--- src/timer_pair_pkg.sv ---
package timer_pair_pkg;

    localparam int ADDR_W = 3;
    localparam int DATA_W = 8;

    // register offsets
    localparam logic [2:0] OFS_RUN = 3'h0;
    localparam logic [2:0] OFS_MODE = 3'h1;
    localparam logic [2:0] OFS_FFCR = 3'h2;
    localparam logic [2:0] OFS_LCMP = 3'h3;
    localparam logic [2:0] OFS_UCMP = 3'h4;
    localparam logic [2:0] OFS_LCNT = 3'h5;
    localparam logic [2:0] OFS_UCNT = 3'h6;

    // run register fields
    localparam int RUN_LOWER_BIT = 0;
    localparam int RUN_UPPER_BIT = 1;
    localparam int RUN_PRESCALE_BIT = 2;
    localparam int RUN_DBUF_BIT = 7;

    // mode register fields
    localparam int MODE_LCLK_LSB = 0;
    localparam int MODE_UCLK_LSB = 2;
    localparam int MODE_CYCLE_LSB = 4;
    localparam int MODE_PAIR_LSB = 6;

    // flip-flop control fields
    localparam int FF_SRC_BIT = 0;
    localparam int FF_INV_BIT = 1;
    localparam int FF_CTRL_LSB = 2;
    localparam logic [1:0] FF_CTRL_INVERT = 2'h0;
    localparam logic [1:0] FF_CTRL_SET = 2'h1;
    localparam logic [1:0] FF_CTRL_CLEAR = 2'h2;
    localparam logic [1:0] FF_CTRL_KEEP = 2'h3;

    // pwm cycle field codes
    localparam logic [1:0] CYCLE_2E6 = 2'h1;
    localparam logic [1:0] CYCLE_2E7 = 2'h2;
    localparam logic [7:0] LAST_2E6 = 8'h3F;
    localparam logic [7:0] LAST_2E7 = 8'h7F;
    localparam logic [7:0] LAST_2E8 = 8'hFF;

    // reset values
    localparam logic [7:0] RUN_RESET = 8'h00;
    localparam logic [7:0] MODE_RESET = 8'h00;
    localparam logic [1:0] FFCR_RESET = 2'h0;
    localparam logic [7:0] CMP_RESET = 8'h00;
    localparam logic TFF_RESET = 1'b0;

    // prescaler taps, in input clock cycles
    localparam int TAP_FINE_DIV = 8;
    localparam int TAP_MEDIUM_DIV = 32;
    localparam int TAP_COARSE_DIV = 128;
    localparam int TAP_SLOWEST_DIV = 2048;
    localparam int TAP_FINE = 0;
    localparam int TAP_MEDIUM = 1;
    localparam int TAP_COARSE = 2;
    localparam int TAP_SLOWEST = 3;
    localparam int TAP_LOG [4] = '{$clog2(TAP_FINE_DIV), $clog2(TAP_MEDIUM_DIV),
                                   $clog2(TAP_COARSE_DIV), $clog2(TAP_SLOWEST_DIV)};
    localparam int PRESCALE_W = $clog2(TAP_SLOWEST_DIV);

    // pwm period figures at the reference input clock
    localparam int REF_FC_PERIOD_NS = 50;
    localparam int PWM_MIN_PERIOD_NS = 25600;
    localparam int PWM_MAX_PERIOD_NS = 1638400;
    localparam int PWM_MIN_CYCLES = PWM_MIN_PERIOD_NS / REF_FC_PERIOD_NS;
    localparam int PWM_MAX_CYCLES = PWM_MAX_PERIOD_NS / REF_FC_PERIOD_NS;

    typedef enum logic [1:0] {
        PAIR_TWO_8BIT,
        PAIR_CASCADE_16,
        PAIR_PPG_8,
        PAIR_PWM_8
    } pair_mode_e;

endpackage

--- src/prescale_if.sv ---
`timescale 1ns/100ps
interface prescale_if;
    logic run;
    logic [3:0] tick;
    modport gen (input run, output tick);
    modport taker (input tick, output run);
endinterface

--- src/prescaler.sv ---
`timescale 1ns/100ps
module prescaler
    import timer_pair_pkg::*;
#(
    parameter int WIDTH = PRESCALE_W
) (
    input wire logic clk_in,
    input wire logic rst_n_in,
    prescale_if.gen tap_if
);

    logic [WIDTH-1:0] cnt_q;
    logic [WIDTH-1:0] cnt_d;
    logic [3:0] tick_q;
    logic [3:0] tick_d;

    always_comb begin
        cnt_d = tap_if.run ? cnt_q + 1'b1 : '0;
    end

    // one-cycle tick each time the low bits of the count roll over
    for (genvar i = 0; i < 4; i++) begin : g_tap
        assign tick_d[i] = tap_if.run && (&cnt_q[TAP_LOG[i]-1:0]); // RULE_08
    end

    always_ff @(posedge clk_in) begin
        if (!rst_n_in) begin
            cnt_q <= '0;
            tick_q <= '0;
        end else begin
            cnt_q <= cnt_d;
            tick_q <= tick_d;
        end
    end

    assign tap_if.tick = tick_q;

endmodule // prescaler

--- src/timer_pair_pwm.sv ---
// Operation
// RULE_01: pwm runs only on the lower timer, while the upper timer stays a plain 8-bit timer.
// RULE_02: in pwm the output flip-flop toggles on compare match and on the 2^n overflow.
// RULE_03: in pwm the lower counter clears to zero at each 2^n overflow.
// RULE_04: software keeps the lower compare value nonzero and below the 2^n overflow value.
// RULE_05: with the double buffer on, the buffered compare moves in at each 2^n overflow.
// RULE_06: the pair mode field picks two timers, 16-bit cascade, ppg, or pwm plus timer.
// RULE_07: the cycle field codes 01, 10, 11 select 2^6, 2^7 and 2^8 counts.
// RULE_08: the pwm period is 2^n times the chosen prescaler tap period.
// RULE_09: writing 10 to the control pair clears the flip-flop; the invert bit allows toggles.
// RULE_10: clearing the lower run bit stops the lower counter and clears it.
// RULE_11: software configures everything first, then sets double buffer and run together.
// RULE_12: lower clock codes 00..11 pick the external input, then the three lower taps.
//
// Chosen here: the placing of the registers and the plain strobed port.
`timescale 1ns/100ps
module timer_pair_pwm
    import timer_pair_pkg::*;
(
    input wire logic clk_in,
    input wire logic rst_n_in,
    input wire logic [ADDR_W-1:0] addr_in,
    input wire logic [DATA_W-1:0] wdata_in,
    input wire logic wr_in,
    input wire logic rd_in,
    input wire logic ext_clock_in,
    output logic [DATA_W-1:0] rdata_out,
    output logic timer_output_pin_out
);

    function automatic logic pick_source(input logic [1:0] sel, input logic s0,
                                         input logic s1, input logic s2, input logic s3);
        logic r;
        unique case (sel)
            2'h0: r = s0;
            2'h1: r = s1;
            2'h2: r = s2;
            2'h3: r = s3;
        endcase
        return r;
    endfunction

    function automatic logic [7:0] overflow_last(input logic [1:0] cycle);
        logic [7:0] r;
        unique case (cycle)
            CYCLE_2E6: r = LAST_2E6;
            CYCLE_2E7: r = LAST_2E7;
            default: r = LAST_2E8;
        endcase
        return r;
    endfunction

    prescale_if tap_bus ();

    prescaler #(
        .WIDTH(PRESCALE_W)
    ) u_prescaler (
        .clk_in(clk_in),
        .rst_n_in(rst_n_in),
        .tap_if(tap_bus.gen)
    );

    logic [7:0] run_q;
    logic [7:0] run_d;
    logic [7:0] mode_q;
    logic [7:0] mode_d;
    logic [1:0] ffcr_q;
    logic [1:0] ffcr_d;
    logic [7:0] lcmp_q;
    logic [7:0] lcmp_d;
    logic [7:0] lbuf_q;
    logic [7:0] lbuf_d;
    logic [7:0] ucmp_q;
    logic [7:0] ucmp_d;
    logic [7:0] lcnt_q;
    logic [7:0] lcnt_d;
    logic [7:0] ucnt_q;
    logic [7:0] ucnt_d;
    logic tff_q;
    logic tff_d;
    logic ext_prev_q;
    logic [7:0] rdata_q;
    logic [7:0] rdata_d;

    pair_mode_e pair_mode;
    logic [7:0] pwm_last;
    logic [7:0] lcnt_inc;
    logic [7:0] ucnt_inc;
    logic ext_rise;
    logic lower_tick;
    logic upper_tick;
    logic lower_match;
    logic upper_match;
    logic lower_wrap;
    logic match16;
    logic ppg_end;
    logic pwm_ovf;
    logic toggle_event;
    logic dbuf_load;
    logic ff_write;
    logic dbuf_en;

    assign tap_bus.run = run_q[RUN_PRESCALE_BIT];
    assign pair_mode = pair_mode_e'(mode_q[MODE_PAIR_LSB +: 2]);
    assign dbuf_en = run_q[RUN_DBUF_BIT];
    assign ff_write = wr_in && (addr_in == OFS_FFCR);

    // event decode
    always_comb begin
        ext_rise = ext_clock_in && !ext_prev_q;
        pwm_last = overflow_last(mode_q[MODE_CYCLE_LSB +: 2]); // RULE_07
        lcnt_inc = lcnt_q + 8'h01;
        ucnt_inc = ucnt_q + 8'h01;
        lower_tick = run_q[RUN_LOWER_BIT] && pick_source(mode_q[MODE_LCLK_LSB +: 2], ext_rise,
            tap_bus.tick[TAP_FINE], tap_bus.tick[TAP_MEDIUM], tap_bus.tick[TAP_COARSE]); // RULE_12
        lower_match = lower_tick && (lcnt_inc == lcmp_q);
        lower_wrap = lower_tick && (lcnt_q == LAST_2E8);
        match16 = lower_tick && ({ucnt_q, lcnt_inc} == {ucmp_q, lcmp_q}) && (lcnt_q != LAST_2E8);
        ppg_end = lower_tick && (lcnt_inc == ucmp_q);
        // nonzero compare value below the overflow keeps match and overflow apart
        pwm_ovf = (pair_mode == PAIR_PWM_8) && lower_tick && (lcnt_q == pwm_last); // RULE_04
        upper_tick = 1'b0;
        toggle_event = 1'b0;
        dbuf_load = 1'b0;
        unique case (pair_mode) // RULE_06
            PAIR_TWO_8BIT: begin
                upper_tick = pick_source(mode_q[MODE_UCLK_LSB +: 2], lower_match,
                    tap_bus.tick[TAP_FINE], tap_bus.tick[TAP_COARSE], tap_bus.tick[TAP_SLOWEST]);
            end
            PAIR_CASCADE_16: begin
                upper_tick = lower_wrap;
                toggle_event = match16;
            end
            PAIR_PPG_8: begin
                toggle_event = lower_match || ppg_end;
                dbuf_load = ppg_end;
            end
            PAIR_PWM_8: begin
                upper_tick = pick_source(mode_q[MODE_UCLK_LSB +: 2], 1'b0,
                    tap_bus.tick[TAP_FINE], tap_bus.tick[TAP_COARSE],
                    tap_bus.tick[TAP_SLOWEST]); // RULE_01
                toggle_event = lower_match || pwm_ovf; // RULE_02
                dbuf_load = pwm_ovf; // RULE_05
            end
        endcase
        upper_tick = upper_tick && run_q[RUN_UPPER_BIT];
        upper_match = upper_tick && (ucnt_inc == ucmp_q);
        if (pair_mode == PAIR_TWO_8BIT) begin
            toggle_event = ffcr_q[FF_SRC_BIT] ? upper_match : lower_match;
        end
    end

    // counters
    always_comb begin
        lcnt_d = lcnt_q;
        ucnt_d = ucnt_q;
        if (!run_q[RUN_LOWER_BIT]) begin
            lcnt_d = 8'h00; // RULE_10
        end else if (lower_tick) begin
            unique case (pair_mode)
                PAIR_TWO_8BIT: lcnt_d = lower_match ? 8'h00 : lcnt_inc;
                PAIR_CASCADE_16: lcnt_d = match16 ? 8'h00 : lcnt_inc;
                PAIR_PPG_8: lcnt_d = ppg_end ? 8'h00 : lcnt_inc;
                PAIR_PWM_8: lcnt_d = pwm_ovf ? 8'h00 : lcnt_inc; // RULE_03
            endcase
        end
        if (!run_q[RUN_UPPER_BIT]) begin
            ucnt_d = 8'h00;
        end else if (pair_mode == PAIR_CASCADE_16) begin
            if (match16) begin
                ucnt_d = 8'h00;
            end else if (upper_tick) begin
                ucnt_d = ucnt_inc;
            end
        end else if (upper_tick) begin
            ucnt_d = upper_match ? 8'h00 : ucnt_inc;
        end
    end

    // registers, flip-flop and read port
    always_comb begin
        run_d = run_q;
        mode_d = mode_q;
        ffcr_d = ffcr_q;
        lcmp_d = lcmp_q;
        lbuf_d = lbuf_q;
        ucmp_d = ucmp_q;
        tff_d = tff_q;
        rdata_d = 8'h00;
        if (toggle_event && ffcr_q[FF_INV_BIT]) begin
            tff_d = !tff_q; // RULE_09
        end
        if (dbuf_load && dbuf_en) begin
            lcmp_d = lbuf_q; // RULE_05
        end
        if (wr_in) begin
            unique case (addr_in)
                OFS_RUN: run_d = wdata_in;
                OFS_MODE: mode_d = wdata_in;
                OFS_FFCR: begin
                    ffcr_d = wdata_in[1:0];
                    unique case (wdata_in[FF_CTRL_LSB +: 2])
                        FF_CTRL_INVERT: tff_d = !tff_q;
                        FF_CTRL_SET: tff_d = 1'b1;
                        FF_CTRL_CLEAR: tff_d = 1'b0; // RULE_09
                        FF_CTRL_KEEP: tff_d = tff_d;
                    endcase
                end
                OFS_LCMP: begin
                    lbuf_d = wdata_in;
                    if (!dbuf_en) begin
                        lcmp_d = wdata_in;
                    end
                end
                OFS_UCMP: ucmp_d = wdata_in;
                default: ;
            endcase
        end
        if (rd_in) begin
            unique case (addr_in)
                OFS_RUN: rdata_d = run_q;
                OFS_MODE: rdata_d = mode_q;
                OFS_FFCR: rdata_d = {4'h0, FF_CTRL_KEEP, ffcr_q};
                OFS_LCMP: rdata_d = lcmp_q;
                OFS_UCMP: rdata_d = ucmp_q;
                OFS_LCNT: rdata_d = lcnt_q;
                OFS_UCNT: rdata_d = ucnt_q;
                default: rdata_d = 8'h00;
            endcase
        end
    end

    always_ff @(posedge clk_in) begin
        if (!rst_n_in) begin
            run_q <= RUN_RESET;
            mode_q <= MODE_RESET;
            ffcr_q <= FFCR_RESET;
            lcmp_q <= CMP_RESET;
            lbuf_q <= CMP_RESET;
            ucmp_q <= CMP_RESET;
            lcnt_q <= 8'h00;
            ucnt_q <= 8'h00;
            tff_q <= TFF_RESET;
            ext_prev_q <= 1'b0;
            rdata_q <= 8'h00;
        end else begin
            run_q <= run_d;
            mode_q <= mode_d;
            ffcr_q <= ffcr_d;
            lcmp_q <= lcmp_d;
            lbuf_q <= lbuf_d;
            ucmp_q <= ucmp_d;
            lcnt_q <= lcnt_d;
            ucnt_q <= ucnt_d;
            tff_q <= tff_d;
            ext_prev_q <= ext_clock_in;
            rdata_q <= rdata_d;
        end
    end

    assign rdata_out = rdata_q;
    assign timer_output_pin_out = tff_q;

    // period watch: cycles since the last overflow with configuration untouched
    logic [15:0] per_cnt_q;
    logic per_valid_q;

    always_ff @(posedge clk_in) begin
        if (!rst_n_in) begin
            per_cnt_q <= 16'h0000;
            per_valid_q <= 1'b0;
        end else begin
            per_cnt_q <= pwm_ovf ? 16'h0000 : per_cnt_q + 16'h0001;
            per_valid_q <= wr_in ? 1'b0 : (pwm_ovf || per_valid_q);
        end
    end
endmodule // timer_pair_pwm

--- config.mk ---
export PLATFORM = sky130hd
export DESIGN_NAME = timer_pair_pwm
export DESIGN_NICKNAME = d
export VERILOG_FILES = /design/src/timer_pair_pkg.sv /design/src/prescale_if.sv /design/src/prescaler.sv /design/src/timer_pair_pwm.sv
export SDC_FILE = /design/constraint.sdc
export NUM_CORES = 1
export LEC_CHECK = 0
export BUFFER_PORTS_ARGS = -buffer_cell sky130_fd_sc_hd__buf_4
export CAP_MARGIN = 20
export CORE_MARGIN = 2
export CORE_UTILIZATION = 45
export DETAILED_ROUTE_END_ITERATION = 12
export HOLD_SLACK_MARGIN = 0.08
export SYNTH_ARGS = -nofsm -noshare
export SYNTH_HDL_FRONTEND = slang
export SYNTH_HIERARCHICAL = 1
export SYNTH_SLANG_ARGS = --single-unit
export TNS_END_PERCENT = 50
--- constraint.sdc ---
create_clock -name clk_in -period 6 [get_ports clk_in]
set_input_delay 0.9 -clock clk_in [delete_from_list [all_inputs] [get_ports clk_in]]
set_output_delay 0.9 -clock clk_in [all_outputs]
set_load 0.1 [all_outputs]
# [Word level (Yosys, flattened, before mapping)]
# Index checks and enable logic that the tools add are counted.
[totals] ff_bits=83 latch_bits=0 mem_bits_rw=0 romBits=0 inputBits=16 output_inout_bits=9 elab_cells=113 memories=0
[op_classes] addsub=3 multipliers=0 div_mod_pow=0 n_lt_le_gt_ge=0 eq_ne=27 shift=0 n_mux=28 n_bitwise=0 reduce_logical=42
[ops] operator="$mux 8" n=13
[ops] operator="$pmux 8 s7" n=1
[ops] operator="$eq 8x8->1" n=4
[ops] operator="$pmux 8 s4" n=1
[ops] operator="$reduce_and 2->1" n=10
[ops] operator="$eq 2x2->1 const B" n=9
[ops] operator="$logic_and 1x1->1" n=17
[ops] operator="$add 8x1->8 const B" n=2
[ops] operator="$eq 16x16->1" n=1
[ops] operator="$pmux 1 s4" n=4
[ops] operator="$pmux 8 s2" n=1
[ops] operator="$add 11x1->11 const B" n=1
[ops] operator="$reduce_and 11->1" n=1
[ops] operator="$eq 2x1->1 const B" n=5
[ops] operator="$eq 3x3->1 const B" n=3
[ops] operator="$eq 8x8->1 const B" n=1
[ops] operator="$logic_not 2->1" n=4
[ops] operator="$ne 8x8->1 const B" n=1
[ops] operator="$reduce_and 7->1" n=1
[ops] operator="$eq 3x2->1 const B" n=2
[ops] operator="$pmux 1 s3" n=2
[ops] operator="$mux 1" n=5
[ops] operator="$reduce_and 5->1" n=1
[ops] operator="$reduce_bool 2->1" n=2
[ops] operator="6 further kinds" n=8

# [Longest topological paths before layout]
# Gate-level depths: netlist (run 1).
[depth] depth_word=16 depth_mapped=10

# [Modules after synthesis]
# The synthesis (run 1) kept the hierarchy.
[by_module_without_submodules] mod="timer_pair_pwm" instances=1 cells_per_inst=530 area_per_inst_um2=4251.6
[by_module_without_submodules] mod="prescaler" instances=1 cells_per_inst=60 area_per_inst_um2=583.1

# [Worst setup path before layout (run 1)]
# OpenSTA, ideal clock, no wires.
[synth_timing] path_kind="in2reg" start="input ext_clock_in" end="register ucnt_q[7]" setup_time_ns=0.125 arrival_time_ns=2.875 required_ns=5.875 slack_ns=3.000 path_stages=8 path_buffers=1 path_cell_list="or3b_1 a221oi_2 o211ai_1 or4_4 a2bb2oi_1 buf_6 a41oi_1 a31oi_1"
[synth_via] elab_chain_cells=11 elab_cells_between_ends=18
[synth_rtl] item="start, declared" line="timer_pair_pwm.sv:26" text="input wire logic ext_clock_in,"
[synth_rtl] item="$logic_and 1x1->1 (*)" line="timer_pair_pwm.sv:110" text="ext_rise = ext_clock_in && !ext_prev_q;"
[synth_rtl] item="$pmux 1 s4 (*)" line="timer_pair_pwm.sv:34" text="unique case (sel)"
[synth_rtl] item="$logic_and 1x1->1 (*)" line="timer_pair_pwm.sv:114" text="lower_tick = run_q[RUN_LOWER_BIT] && pick_source(mode_q[MODE_LCLK_LSB +: 2], ext_rise,"
[synth_rtl] item="$logic_and 1x1->1" line="timer_pair_pwm.sv:116" text="lower_match = lower_tick && (lcnt_inc == lcmp_q);"
[synth_rtl] item="$pmux 1 s4" line="timer_pair_pwm.sv:34"
[synth_rtl] item="$pmux 1 s3" line="timer_pair_pwm.sv:125" text="unique case (pair_mode)"
[synth_rtl] item="$logic_and 1x1->1" line="timer_pair_pwm.sv:146" text="upper_tick = upper_tick && run_q[RUN_UPPER_BIT];"
[synth_rtl] item="$logic_and 1x1->1" line="timer_pair_pwm.sv:147" text="upper_match = upper_tick && (ucnt_inc == ucmp_q);"
[synth_rtl] item="$mux 8" line="timer_pair_pwm.sv:176" text="ucnt_d = upper_match ? 8'h00 : ucnt_inc;"
[synth_rtl] item="$mux 8" line="timer_pair_pwm.sv:175" text="end else if (upper_tick) begin"
[synth_rtl] item="$mux 8" line="timer_pair_pwm.sv:169" text="end else if (pair_mode == PAIR_CASCADE_16) begin"
[synth_rtl] item="end signal, assigned" line="timer_pair_pwm.sv:254" text="ucnt_q <= ucnt_d;"
[synth_rtl] item="end, declared" line="timer_pair_pwm.sv:77" text="logic [7:0] ucnt_q;"
# Every way passes the cells marked *; elsewhere a longest branch is shown, timed or not. The select of a mux whose other input is x is not followed.
# A chain may end at the register's enable or synchronous reset.

# [Worst setup path after layout (run 1)]
[layout_timing] start="register lcnt_q[2]" end="register ucnt_q[6]"
[layout_via] elab_chain_cells=10 elab_cells_between_ends=20
[layout_rtl] item="start, declared" line="timer_pair_pwm.sv:75" text="logic [7:0] lcnt_q;"
[layout_rtl] item="start signal, assigned" line="timer_pair_pwm.sv:253" text="lcnt_q <= lcnt_d;"
[layout_rtl] item="$add 8x1->8" line="timer_pair_pwm.sv:112" text="lcnt_inc = lcnt_q + 8'h01;"
[layout_rtl] item="$eq 8x8->1" line="timer_pair_pwm.sv:116"
[layout_rtl] item="$logic_and 1x1->1" line="timer_pair_pwm.sv:116"
[layout_rtl] item="$pmux 1 s4" line="timer_pair_pwm.sv:34"
[layout_rtl] item="$pmux 1 s3" line="timer_pair_pwm.sv:125"
[layout_rtl] item="$logic_and 1x1->1" line="timer_pair_pwm.sv:146"
[layout_rtl] item="$logic_and 1x1->1" line="timer_pair_pwm.sv:147"
[layout_rtl] item="$mux 8" line="timer_pair_pwm.sv:176"
[layout_rtl] item="$mux 8" line="timer_pair_pwm.sv:175"
[layout_rtl] item="$mux 8" line="timer_pair_pwm.sv:169"
# Parallel ways exist; a longest one is shown, timed or not. The select of a mux whose other input is x is not followed.

==> results.md, run 1 <==
* Post-synth cell types at 66
* DRC at 0
* Final setup margin at 2.572 ns
* GRT Util Overall at 23.91%
* Final slew viol count at 0
* Hold path cells at 2
* Min-Delay Path Class: flip-flop to flip-flop
* Row cnt at 37
* Worst-Margin Slew at 0.9576 ns
* Die width at 107.7 µm
* Chip height at 107.7 µm
* Top_reg_cell synth: dfxtp_1
* Total die area at 0.01159 mm²
* Avg Vias per Cell at 5.960
* Power Density at 206.7 mW/mm²
* HPWL after detailed placement at 9899 µm
* Synthesized flop and latch total at 83
* Initial core utilization at 46.62%
* Nets@finish at 608
* Largest net degree at the start of global routing at 56
* Clock sinks at 83
* Worst Min Path Start: u_prescaler/cnt_q[10]
* Relative slew margins at 35.91%
* H-tree depth at 3
* Diodes inserted at 0
* FF-to-FF Start: lcnt_q[2]
* P_leak at 1.781 nW
* Critical-path cell list: nand3_1 -> and3_1 -> nor4_1 -> or4_4 -> a2bb2oi_1 -> a41oi_1 -> a31oi_1
* DP Worst Slack at 2.530 ns
* Detailed-route via count at 4,333
* Critical Path Sink Type: flip-flop
* CTS Buffer Depth at 2
* GPL Wtd Cong at 0.9582
* WL/cell at 18.31 µm
* Period Utilization, post-route at 57.13%
* Core Region at 0.01037 mm²
* # hold bufs at CTS at 0
* Crit path kind: flip-flop to flip-flop
* Required time worst endpoint at 6.30 ns
* Minimum clock period at 3.428 ns
* CP Launch Type: flip-flop
* Sequential share of the synthesized area at 34.37%
* TritonRoute pass-1 iters at 5
* Fmax achieved at 291.7 MHz
* Root buffer cell: clkbuf_8
* Buffers & Inverters on Critical Path at 0
* Syn Inst Count at 590
* Worst r2r path cells at 7
* Netlist Area Pre-Place at 0.004835 mm²
* Clock transition at path regs at 0.09 ns
* Final setup viols at 0
* Initial antenna violation count at 0
* CP arrival at 3.73 ns
* Routed wire length at 13,310 µm
* Max VDD drop at 0.1360 mV
* Total negative slack at 0 ns
* Vias in the first global route at 4,119
* Fraction of registers with async set/reset at 0%
* R2R setup slack at 2.57 ns
* Top delay family on crit path: simple AND/OR/NAND/NOR gates
* Post-CTS sizing at 0
* Layout area overhead at 7.246%
* Post-DRT Antenna Nets at 0
* Max FO, Critical Path at 12
* RSZ-0062 raised after global routing: no
* First DRT Iteration DRCs at 297
* CP max stage delay at 0.78 ns
* Post-synth EDFFs at 0
* CTS tree: built
* Syn Nets at 612
* IO Pins at 25
* Total CTS buffers at 9
* # Post-CTS Setup Buffers at 0
* Syn avg cell area at 8.194 µm²
* Number of port buffers at 24
* Fin. Hold Viols at 0
* Worst path slowest cell: a2bb2oi_1
* Total global routing overflow at 0
* Final clock skew at 0.01317 ns
* Clk_lat worst skew at 0.38 ns
* Yosys warns at 6
* Status: complete, no violations
* Layout cell share with drive strength beyond 1 at 9.645%
* # Max-Cap Violations at 0
* Worst Hold Path EP: u_prescaler/tap_if.tick[3]
* Worst R2R End: ucnt_q[6]
* Wire length of the first global-routing pass at 21,420 µm
## registers in the layout (all words and copies together) (netlist names), 2 cells and up
| signal | cells |
|---|---|
| ffcr_q | 2 |
| u_prescaler/cnt_q | 11 |
| u_prescaler/tap_if.tick | 4 |
| lcnt_q | 8 |
| mode_q | 8 |
| run_q | 8 |
| ucnt_q | 8 |
| ucmp_q | 8 |
| lcmp_q | 8 |
| lbuf_q | 8 |
| rdata_out | 8 |
## layout make-up
type                    count  area (µm²)
multi-input cells         455        2940
clock buffers              10       137.6
repair buffers             24       180.2
inverters                  13       48.80
well taps                 136       170.2
clock inverters             6       46.29
fillers                  1045        5185
flip-flops and latches     83        1662
## placed cells by master, fill, tap and decap left out, types with 23 or more instances in the layout
master,instances
xnor2_1,25
nor2_1,34
mux2i_1,25
nand3_1,23
a21oi_1,31
buf_4,24
dfxtp_1,83
nand2_1,86
o21ai_0,25
a21boi_0,24
## metrics by stage
step                instances  utilization (%)  area (µm²)  hold slack (ns)  total power, W
CTS                       727            50.00        5185           0.4660        0.001077
global placement          711            48.23        5001           0.4426       0.0006883
detailed placement        711            48.23        5001           0.4530       0.0006894
finish                    727            50.00        5185           0.4620        0.001072
floorplan                 590                -        4835           0.4244       0.0006536
global route              727            50.00        5185           0.4922        0.001105
## worst min-delay path: stages, from the launching register on
cell,delay [ns]
dfxtp_1,0.33
inv_1,0.05
nor3_1,0.04
## where the power goes
group	internal (W)	switching (W)	total, W
Sequential	0.000560	0.0000131	0.000573
Clock	0.000165	0.000229	0.000394
Combinational	0.0000361	0.0000689	0.000105
Total	0.000760	0.000311	0.00107
## layer usage
layer  up-vias  track usage, %  part of all wire, %
li1       2114               -                    -
met1      2038           32.05                   46
met2       142           37.78                   45
met3        39           4.964                  5.1
met4         0           9.158                  3.1
met5         -               0                    0
## cell families (layout without fill, tap and decap cells)
group | after synthesis | in the layout | share of synthesized area (%)
compound gates | 145 | 145 | 20.37
xor+xnor | 34 | 34 | 7.039
fa+ha+maj | 6 | 6 | 1.553
buf+inv | 52 | 53 | 4.814
flops | 83 | 83 | 34.37
mux | 32 | 32 | 7.039
simple gates | 238 | 238 | 24.82
## synth_stat cells, types with 2 or more instances
master,instances,share of area (%)
nand4b_1,2,0.36
and3_1,12,1.6
nor3b_1,4,0.62
a22oi_1,5,0.78
ha_1,6,1.6
inv_1,13,1.0
nand2_1,86,6.7
nor2b_1,19,2.5
a31oi_1,14,1.8
o211ai_1,3,0.47
nand3b_1,2,0.31
buf_6,3,0.70
a21oi_1,31,3.2
a41oi_1,3,0.54
or3_1,7,0.91
mux2_2,6,1.4
o21a_1,3,0.47
nor3_1,5,0.52
xor2_1,6,1.1
o21ai_0,25,2.6
xnor2_1,25,4.5
a22o_1,3,0.54
buf_4,2,0.31
nand4_1,9,1.2
a21boi_0,24,3.7
nor4_1,10,1.3
buf_1,4,0.31
dfxtp_1,83,34
xnor3_1,2,0.93
mux2i_1,25,5.2
o31ai_1,6,0.93
a221oi_1,4,0.72
and4b_1,2,0.41
or4_1,7,1.1
nand2b_1,2,0.26
a211o_1,4,0.72
nand3_1,23,2.4
buf_2,6,0.62
and2_1,7,0.91
clkbuf_1,24,1.9
a211oi_1,5,0.78
nor2_1,34,2.6
## worst max path at each step
stage                      start   endpoint  cells past startpoint  slack, ns
global placement    ext_clock_in  lcnt_q[4]                      8       2.56
finish                 lcnt_q[2]  ucnt_q[6]                      7       2.57
floorplan           ext_clock_in  ucnt_q[7]                      8       3.00
detailed placement  ext_clock_in  lcnt_q[3]                      8       2.53
CTS                    lcnt_q[2]  ucnt_q[6]                      7       2.61
global route           lcnt_q[2]  ucnt_q[6]                      7       2.25
Note: power is estimated with default switching activity, not from simulation.
==> run 2, diff against run 1 <==
==> constraint.sdc (replaced) <==
create_clock -name clk_in -period 2.9 [get_ports clk_in]
set_input_delay 0.435 -clock clk_in [delete_from_list [all_inputs] [get_ports clk_in]]
set_output_delay 0.435 -clock clk_in [all_outputs]
set_load 0.1 [all_outputs]
==> run 2 against run 1 <==
Effect of this change: combinational power rose by 110%; non-clock buffer count rose by 26; critical path depth rose by 1; critical endpoint is now ucnt_q[2]; clock skew rose by 0.0048 ns; die area did not move.
==> results.md, run 2 (synthesis gave the netlist of run 1 again) <==
* Largest net degree at the start of global routing at 39
* Minimum clock period at 2.747 ns
* Commonest non-fill, non-tap cells in the layout: nand2_1, dfxtp_1, buf_4
* Design Area, Final at 0.005454 mm²
* CP max stage delay at 0.46 ns
* Diodes inserted at 0
* Period Utilization, post-route at 94.72%
* Fin. Hold Viols at 0
* Finished Layout Cells at 753
* Die width at 107.7 µm
* Area after DPL at 0.005209 mm²
* Core Region at 0.01037 mm²
* H-tree depth at 3
* Critical Path Sink Type: flip-flop
* Top reg by flops: u_prescaler/cnt_q
* IO Pins at 25
* Total global routing overflow at 0
* Wire length of the first global-routing pass at 21,750 µm
* Total CTS buffers at 9
* Final slew viol count at 0
* Max reg flops at 11
* Avg Vias per Cell at 5.810
* Nets@finish at 634
* Total die area at 0.01159 mm²
* Max VDD drop at 0.2879 mV
* RSZ-0062 raised after global routing: no
* Fmax achieved at 364.0 MHz
* Vias in the first global route at 4,013
* Final setup viols at 0
* DRC at 0
* Min-Delay Path Class: primary input to flip-flop
* CTS Buffer Depth at 2
* Hold slack final at 0.2769 ns
* Root buffer cell: clkbuf_8
* Clock transition at path regs at 0.09 ns
* GPL Wtd Cong at 0.9868
* Detailed-route via count at 4,375
* WL/cell at 18.07 µm
* Crit path kind: flip-flop to flip-flop
* Status: complete, no violations
* P_leak at 1.928 nW
* Worst Min Path Start: ext_clock_in
* # hold bufs at CTS at 0
* Row cnt at 37
* Clock sinks at 83
* Number of port buffers at 24
* Initial core utilization at 46.62%
* TritonRoute pass-1 iters at 5
* Final Util at 52.59%
* Chip height at 107.7 µm
* CTS tree: built
* GRT Util Overall at 24.61%
* Post-DRT Antenna Nets at 0
* Commonest non-fill, non-tap cell in the layout: nand2_1
* Layout area overhead at 12.81%
* Worst path slowest cell: or4_4
* Initial antenna violation count at 0
* Layout cell share with drive strength beyond 1 at 13.94%
* Clk_lat worst skew at 0.37 ns
* Required time worst endpoint at 3.14 ns
* Max FO, Critical Path at 12
* Routed wire length at 13,610 µm
* Worst-Margin Slew at 0.5979 ns
* Final clock skew at 0.01796 ns
* Dpl cells at 737
* HPWL after detailed placement at 10,250 µm
* # Max-Cap Violations at 0
* CP Launch Type: flip-flop
* FF-to-FF Start: lcnt_q[0]
* Critical-path cell list: ha_2 -> xor3_1 -> or3_1 -> a211o_1 -> or4_4 -> a2bb2oi_2 -> a41oi_1 -> a31oi_1
* Relative slew margins at 59.63%
* Worst setup startpoint: lcnt_q[0]
* CP arrival at 2.99 ns
* Total negative slack at 0 ns
* First DRT Iteration DRCs at 274
* Power Density at 434.2 mW/mm²
[run 2: per-stage QoR]
step | setup slack [ns] | total power, W
2_1_floorplan | 0.2319 | 0.001352
3_3_place_gp | 0.1262 | 0.001429
3_5_place_dp | 0.05693 | 0.001430
4_1_cts | 0.03748 | 0.002379
5_1_grt | 0.04540 | 0.002452
6_report | 0.1531 | 0.002368
[run 2: worst max-delay path, delay by kind of cell, from the launching register on]
kind / cells / cell delay [ns]
and+or+nand+nor: 2 / 0.83
DFF: 1 / 0.35
adders and majority gates: 1 / 0.24
xor gates and xnor gates: 1 / 0.31
AOI/OAI and AO/OA: 4 / 0.88
[run 2: routing by layer]
layer  vias to the layer above  share of wire [%]  track usage (%)
met2                       100                 46            38.27
met5                         -                  0                0
li1                       2169                  -                -
met4                         0                2.9            9.799
met1                      2078                 47            33.70
met3                        28                4.2            4.479
[run 2: cell type report]
cell class | count | area, µm²
repair buffers | 50 | 387.9
fillers | 1028 | 4916
clock inverters | 5 | 83.83
well taps | 136 | 170.2
clock buffers | 11 | 141.4
multi-input cells | 455 | 2960
flip-flops and latches | 83 | 1662
inverters | 13 | 48.80
[run 2: path summary, 6_finish.rpt]
kind | endpoint | slack, ns | cells past startpoint
max | ucnt_q[2] | 0.15 | 8
min reg2reg | lbuf_q[6] | 0.47 | 2
min | ext_prev_q | 0.28 | 2
max reg2reg | ucnt_q[2] | 0.15 | 8
[run 2: repair_timing]
action	in CTS	in global routing
setup endpoints to repair	0	15
resized for setup	0	4
setup buffers	0	0
[run 2: report_power, final]
part / leakage, nW / total (W) / internal, W / switching, W
sequential: 0.671 / 0.00118 / 0.00116 / 0.0000259
combinational: 1.15 / 0.000222 / 0.0000793 / 0.000143
clock: 0.106 / 0.000962 / 0.000512 / 0.000450
==> run 3, diff against run 2 <==
--- a/config.mk
+++ b/config.mk
@@ -8,9 +8,10 @@
 export BUFFER_PORTS_ARGS = -buffer_cell sky130_fd_sc_hd__buf_4
 export CAP_MARGIN = 20
 export CORE_MARGIN = 2
-export CORE_UTILIZATION = 45
+export CORE_UTILIZATION = 50
 export DETAILED_ROUTE_END_ITERATION = 12
 export HOLD_SLACK_MARGIN = 0.08
+export PLACE_DENSITY = 0.7
 export SYNTH_ARGS = -nofsm -noshare
 export SYNTH_HDL_FRONTEND = slang
 export SYNTH_HIERARCHICAL = 1
==> run 3 against run 2 <==
Effect of this change: non-clock buffer count unchanged; combinational power grew 2%; clock skew up 0.0023 ns; highest routed layer unchanged; sequential share of layout area up 0.21 points; hold slack improved by 0.0046 ns; via count grew 3.0%; core utilization is 5.5 points higher; critical path depth stayed put; clock-buffer cell count down 1; first-iteration DRC count increased by 68%; flip-flop and latch count did not move.
==> results.md, run 3 (synthesis gave the netlist of run 1 again) <==
* Status: complete, no violations
* Total CTS buffers at 9
* WL/cell at 18.05 µm
* Die width at 102.3 µm
* Largest net degree at the start of global routing at 31
* Finished Layout Cells at 746
* CTS tree: built
* Worst-Margin Slew at 0.5910 ns
* GRT Util Overall at 26.87%
* Worst setup startpoint: lcnt_q[0]
* Wire length of the first global-routing pass at 21,570 µm
* First DRT Iteration DRCs at 460
* Worst r2r path cells at 8
* CP arrival at 2.97 ns
* Core Region at 0.009328 mm²
* Routed wire length at 13,460 µm
* Final setup viols at 0
* FF-to-FF Start: lcnt_q[0]
* # Post-CTS Setup Buffers at 0
* Minimum clock period at 2.742 ns
* DP Worst Slack at -0.1035 ns
* Hold path cells at 2
* Clock sinks at 83
* Total negative slack at 0 ns
* Worst Min Path Start: ext_clock_in
* Final setup margin at 0.1580 ns
* Flop pwr share at 52.1%
* Period Utilization, post-route at 94.55%
* Vias in the first global route at 4,203
* Sw Share at 27.59%
* Top reg by flops: u_prescaler/cnt_q
* Design Area, Final at 0.005421 mm²
* Min-Delay Path Class: primary input to flip-flop
* Post-DRT Antenna Nets at 0
* Commonest non-fill, non-tap cell in the layout: nand2_1
* Relative slew margins at 60.10%
* Final clock skew at 0.02030 ns
* Area after DPL at 0.005187 mm²
* Layout area overhead at 12.14%
* Fillers at 852
* Required time worst endpoint at 3.13 ns
* NetSw at 0.0006271 W
* Critical Path Sink Type: flip-flop
* Fin. Hold Viols at 0
* Commonest non-fill, non-tap cells in the layout: nand2_1, dfxtp_1, buf_4
* HPWL after detailed placement at 10,050 µm
* RSZ-0062 raised after global routing: no
* Crit path kind: flip-flop to flip-flop
* Clk_lat worst skew at 0.37 ns
* Final slew viol count at 0
* Max FO, Critical Path at 12
* Total die area at 0.01047 mm²
* Max reg flops at 11
* Chip height at 102.3 µm
* H-tree depth at 3
* Root buffer cell: clkbuf_8
* Number of port buffers at 24
* Initial core utilization at 51.83%
* CTS Buffer Depth at 2
* Initial antenna violation count at 0
* Max VDD drop at 0.2510 mV
* DRC at 0
* Fmax achieved at 364.7 MHz
* Total global routing overflow at 0
* CP Launch Type: flip-flop
* IO Pins at 25
* Detailed-route via count at 4,506
* GPL Wtd Cong at 0.9672
* Diodes inserted at 0
* Row cnt at 35
* Layout cell share with drive strength beyond 1 at 13.94%
* Clock transition at path regs at 0.09 ns
* Power Density at 419.2 mW/mm²
* Clock Power Share at 38.0%
* Dpl cells at 730
* Combinational fraction of design power at 9.9%
* Pint at 0.001646 W
* P_leak at 1.925 nW
* Avg Vias per Cell at 6.040
* Nets@finish at 634
* # Max-Cap Violations at 0
* TritonRoute pass-1 iters at 5
## run 3: timing repair
item                       in CTS  in global routing
setup endpoints to repair       5                 17
hold buffers                    0                  0
gates resized for setup         2                  4
## run 3: critical path: stages, from the launching register on
cell	delay, ns
dfxtp_2	0.37
ha_2	0.24
xor3_1	0.30
or3_1	0.37
a211o_1	0.28
or4_4	0.47
a2bb2oi_2	0.25
a41oi_1	0.27
a31oi_1	0.06
## run 3: per-stage QoR
stage | utilization, % | power [W] | hold WS, ns
2_1_floorplan | - | 0.001352 | 0.4244
3_3_place_gp | 55.61 | 0.001426 | 0.4358
3_5_place_dp | 55.61 | 0.001429 | 0.4505
4_1_cts | 57.83 | 0.002278 | 0.2734
5_1_grt | 58.12 | 0.002360 | 0.2737
6_report | 58.12 | 0.002273 | 0.2815
## run 3: worst paths after layout
path / end / slack (ns)
worst max-delay path: ucnt_q[2] / 0.16
worst min-delay path: ext_prev_q / 0.28
worst max register to register: ucnt_q[2] / 0.16
worst min register to register: u_prescaler/cnt_q[0] / 0.46
## run 3: routing by layer
layer	vias up	track usage (%)	part of all wire, %
li1	2172	-	-
met1	2154	35.16	43
met2	151	44.99	48
met3	29	4.378	6.2
met4	0	9.436	2.6
met5	-	0	0
## run 3: power groups by stage
stage | Clock [W] | Sequential, W | Combinational [W]
2_1_floorplan | 0 | 0.00123 | 0.000121
3_3_place_gp | 0 | 0.00121 | 0.000217
3_5_place_dp | 0 | 0.00121 | 0.000219
4_1_cts | 0.000874 | 0.00118 | 0.000221
5_1_grt | 0.000933 | 0.00119 | 0.000242
6_report | 0.000864 | 0.00118 | 0.000226
## run 3: final cells by class
class,count,area [µm²],share of cell area [%]
Multi-Input combinational cell,455,2975,54.88
Sequential cell,83,1663,30.67
Timing Repair Buffer,50,375.4,6.924
Tap cell,129,161.4,2.977
Clock buffer,10,127.6,2.354
Clock inverter,6,70.07,1.292
Inverter,13,48.80,0.9001
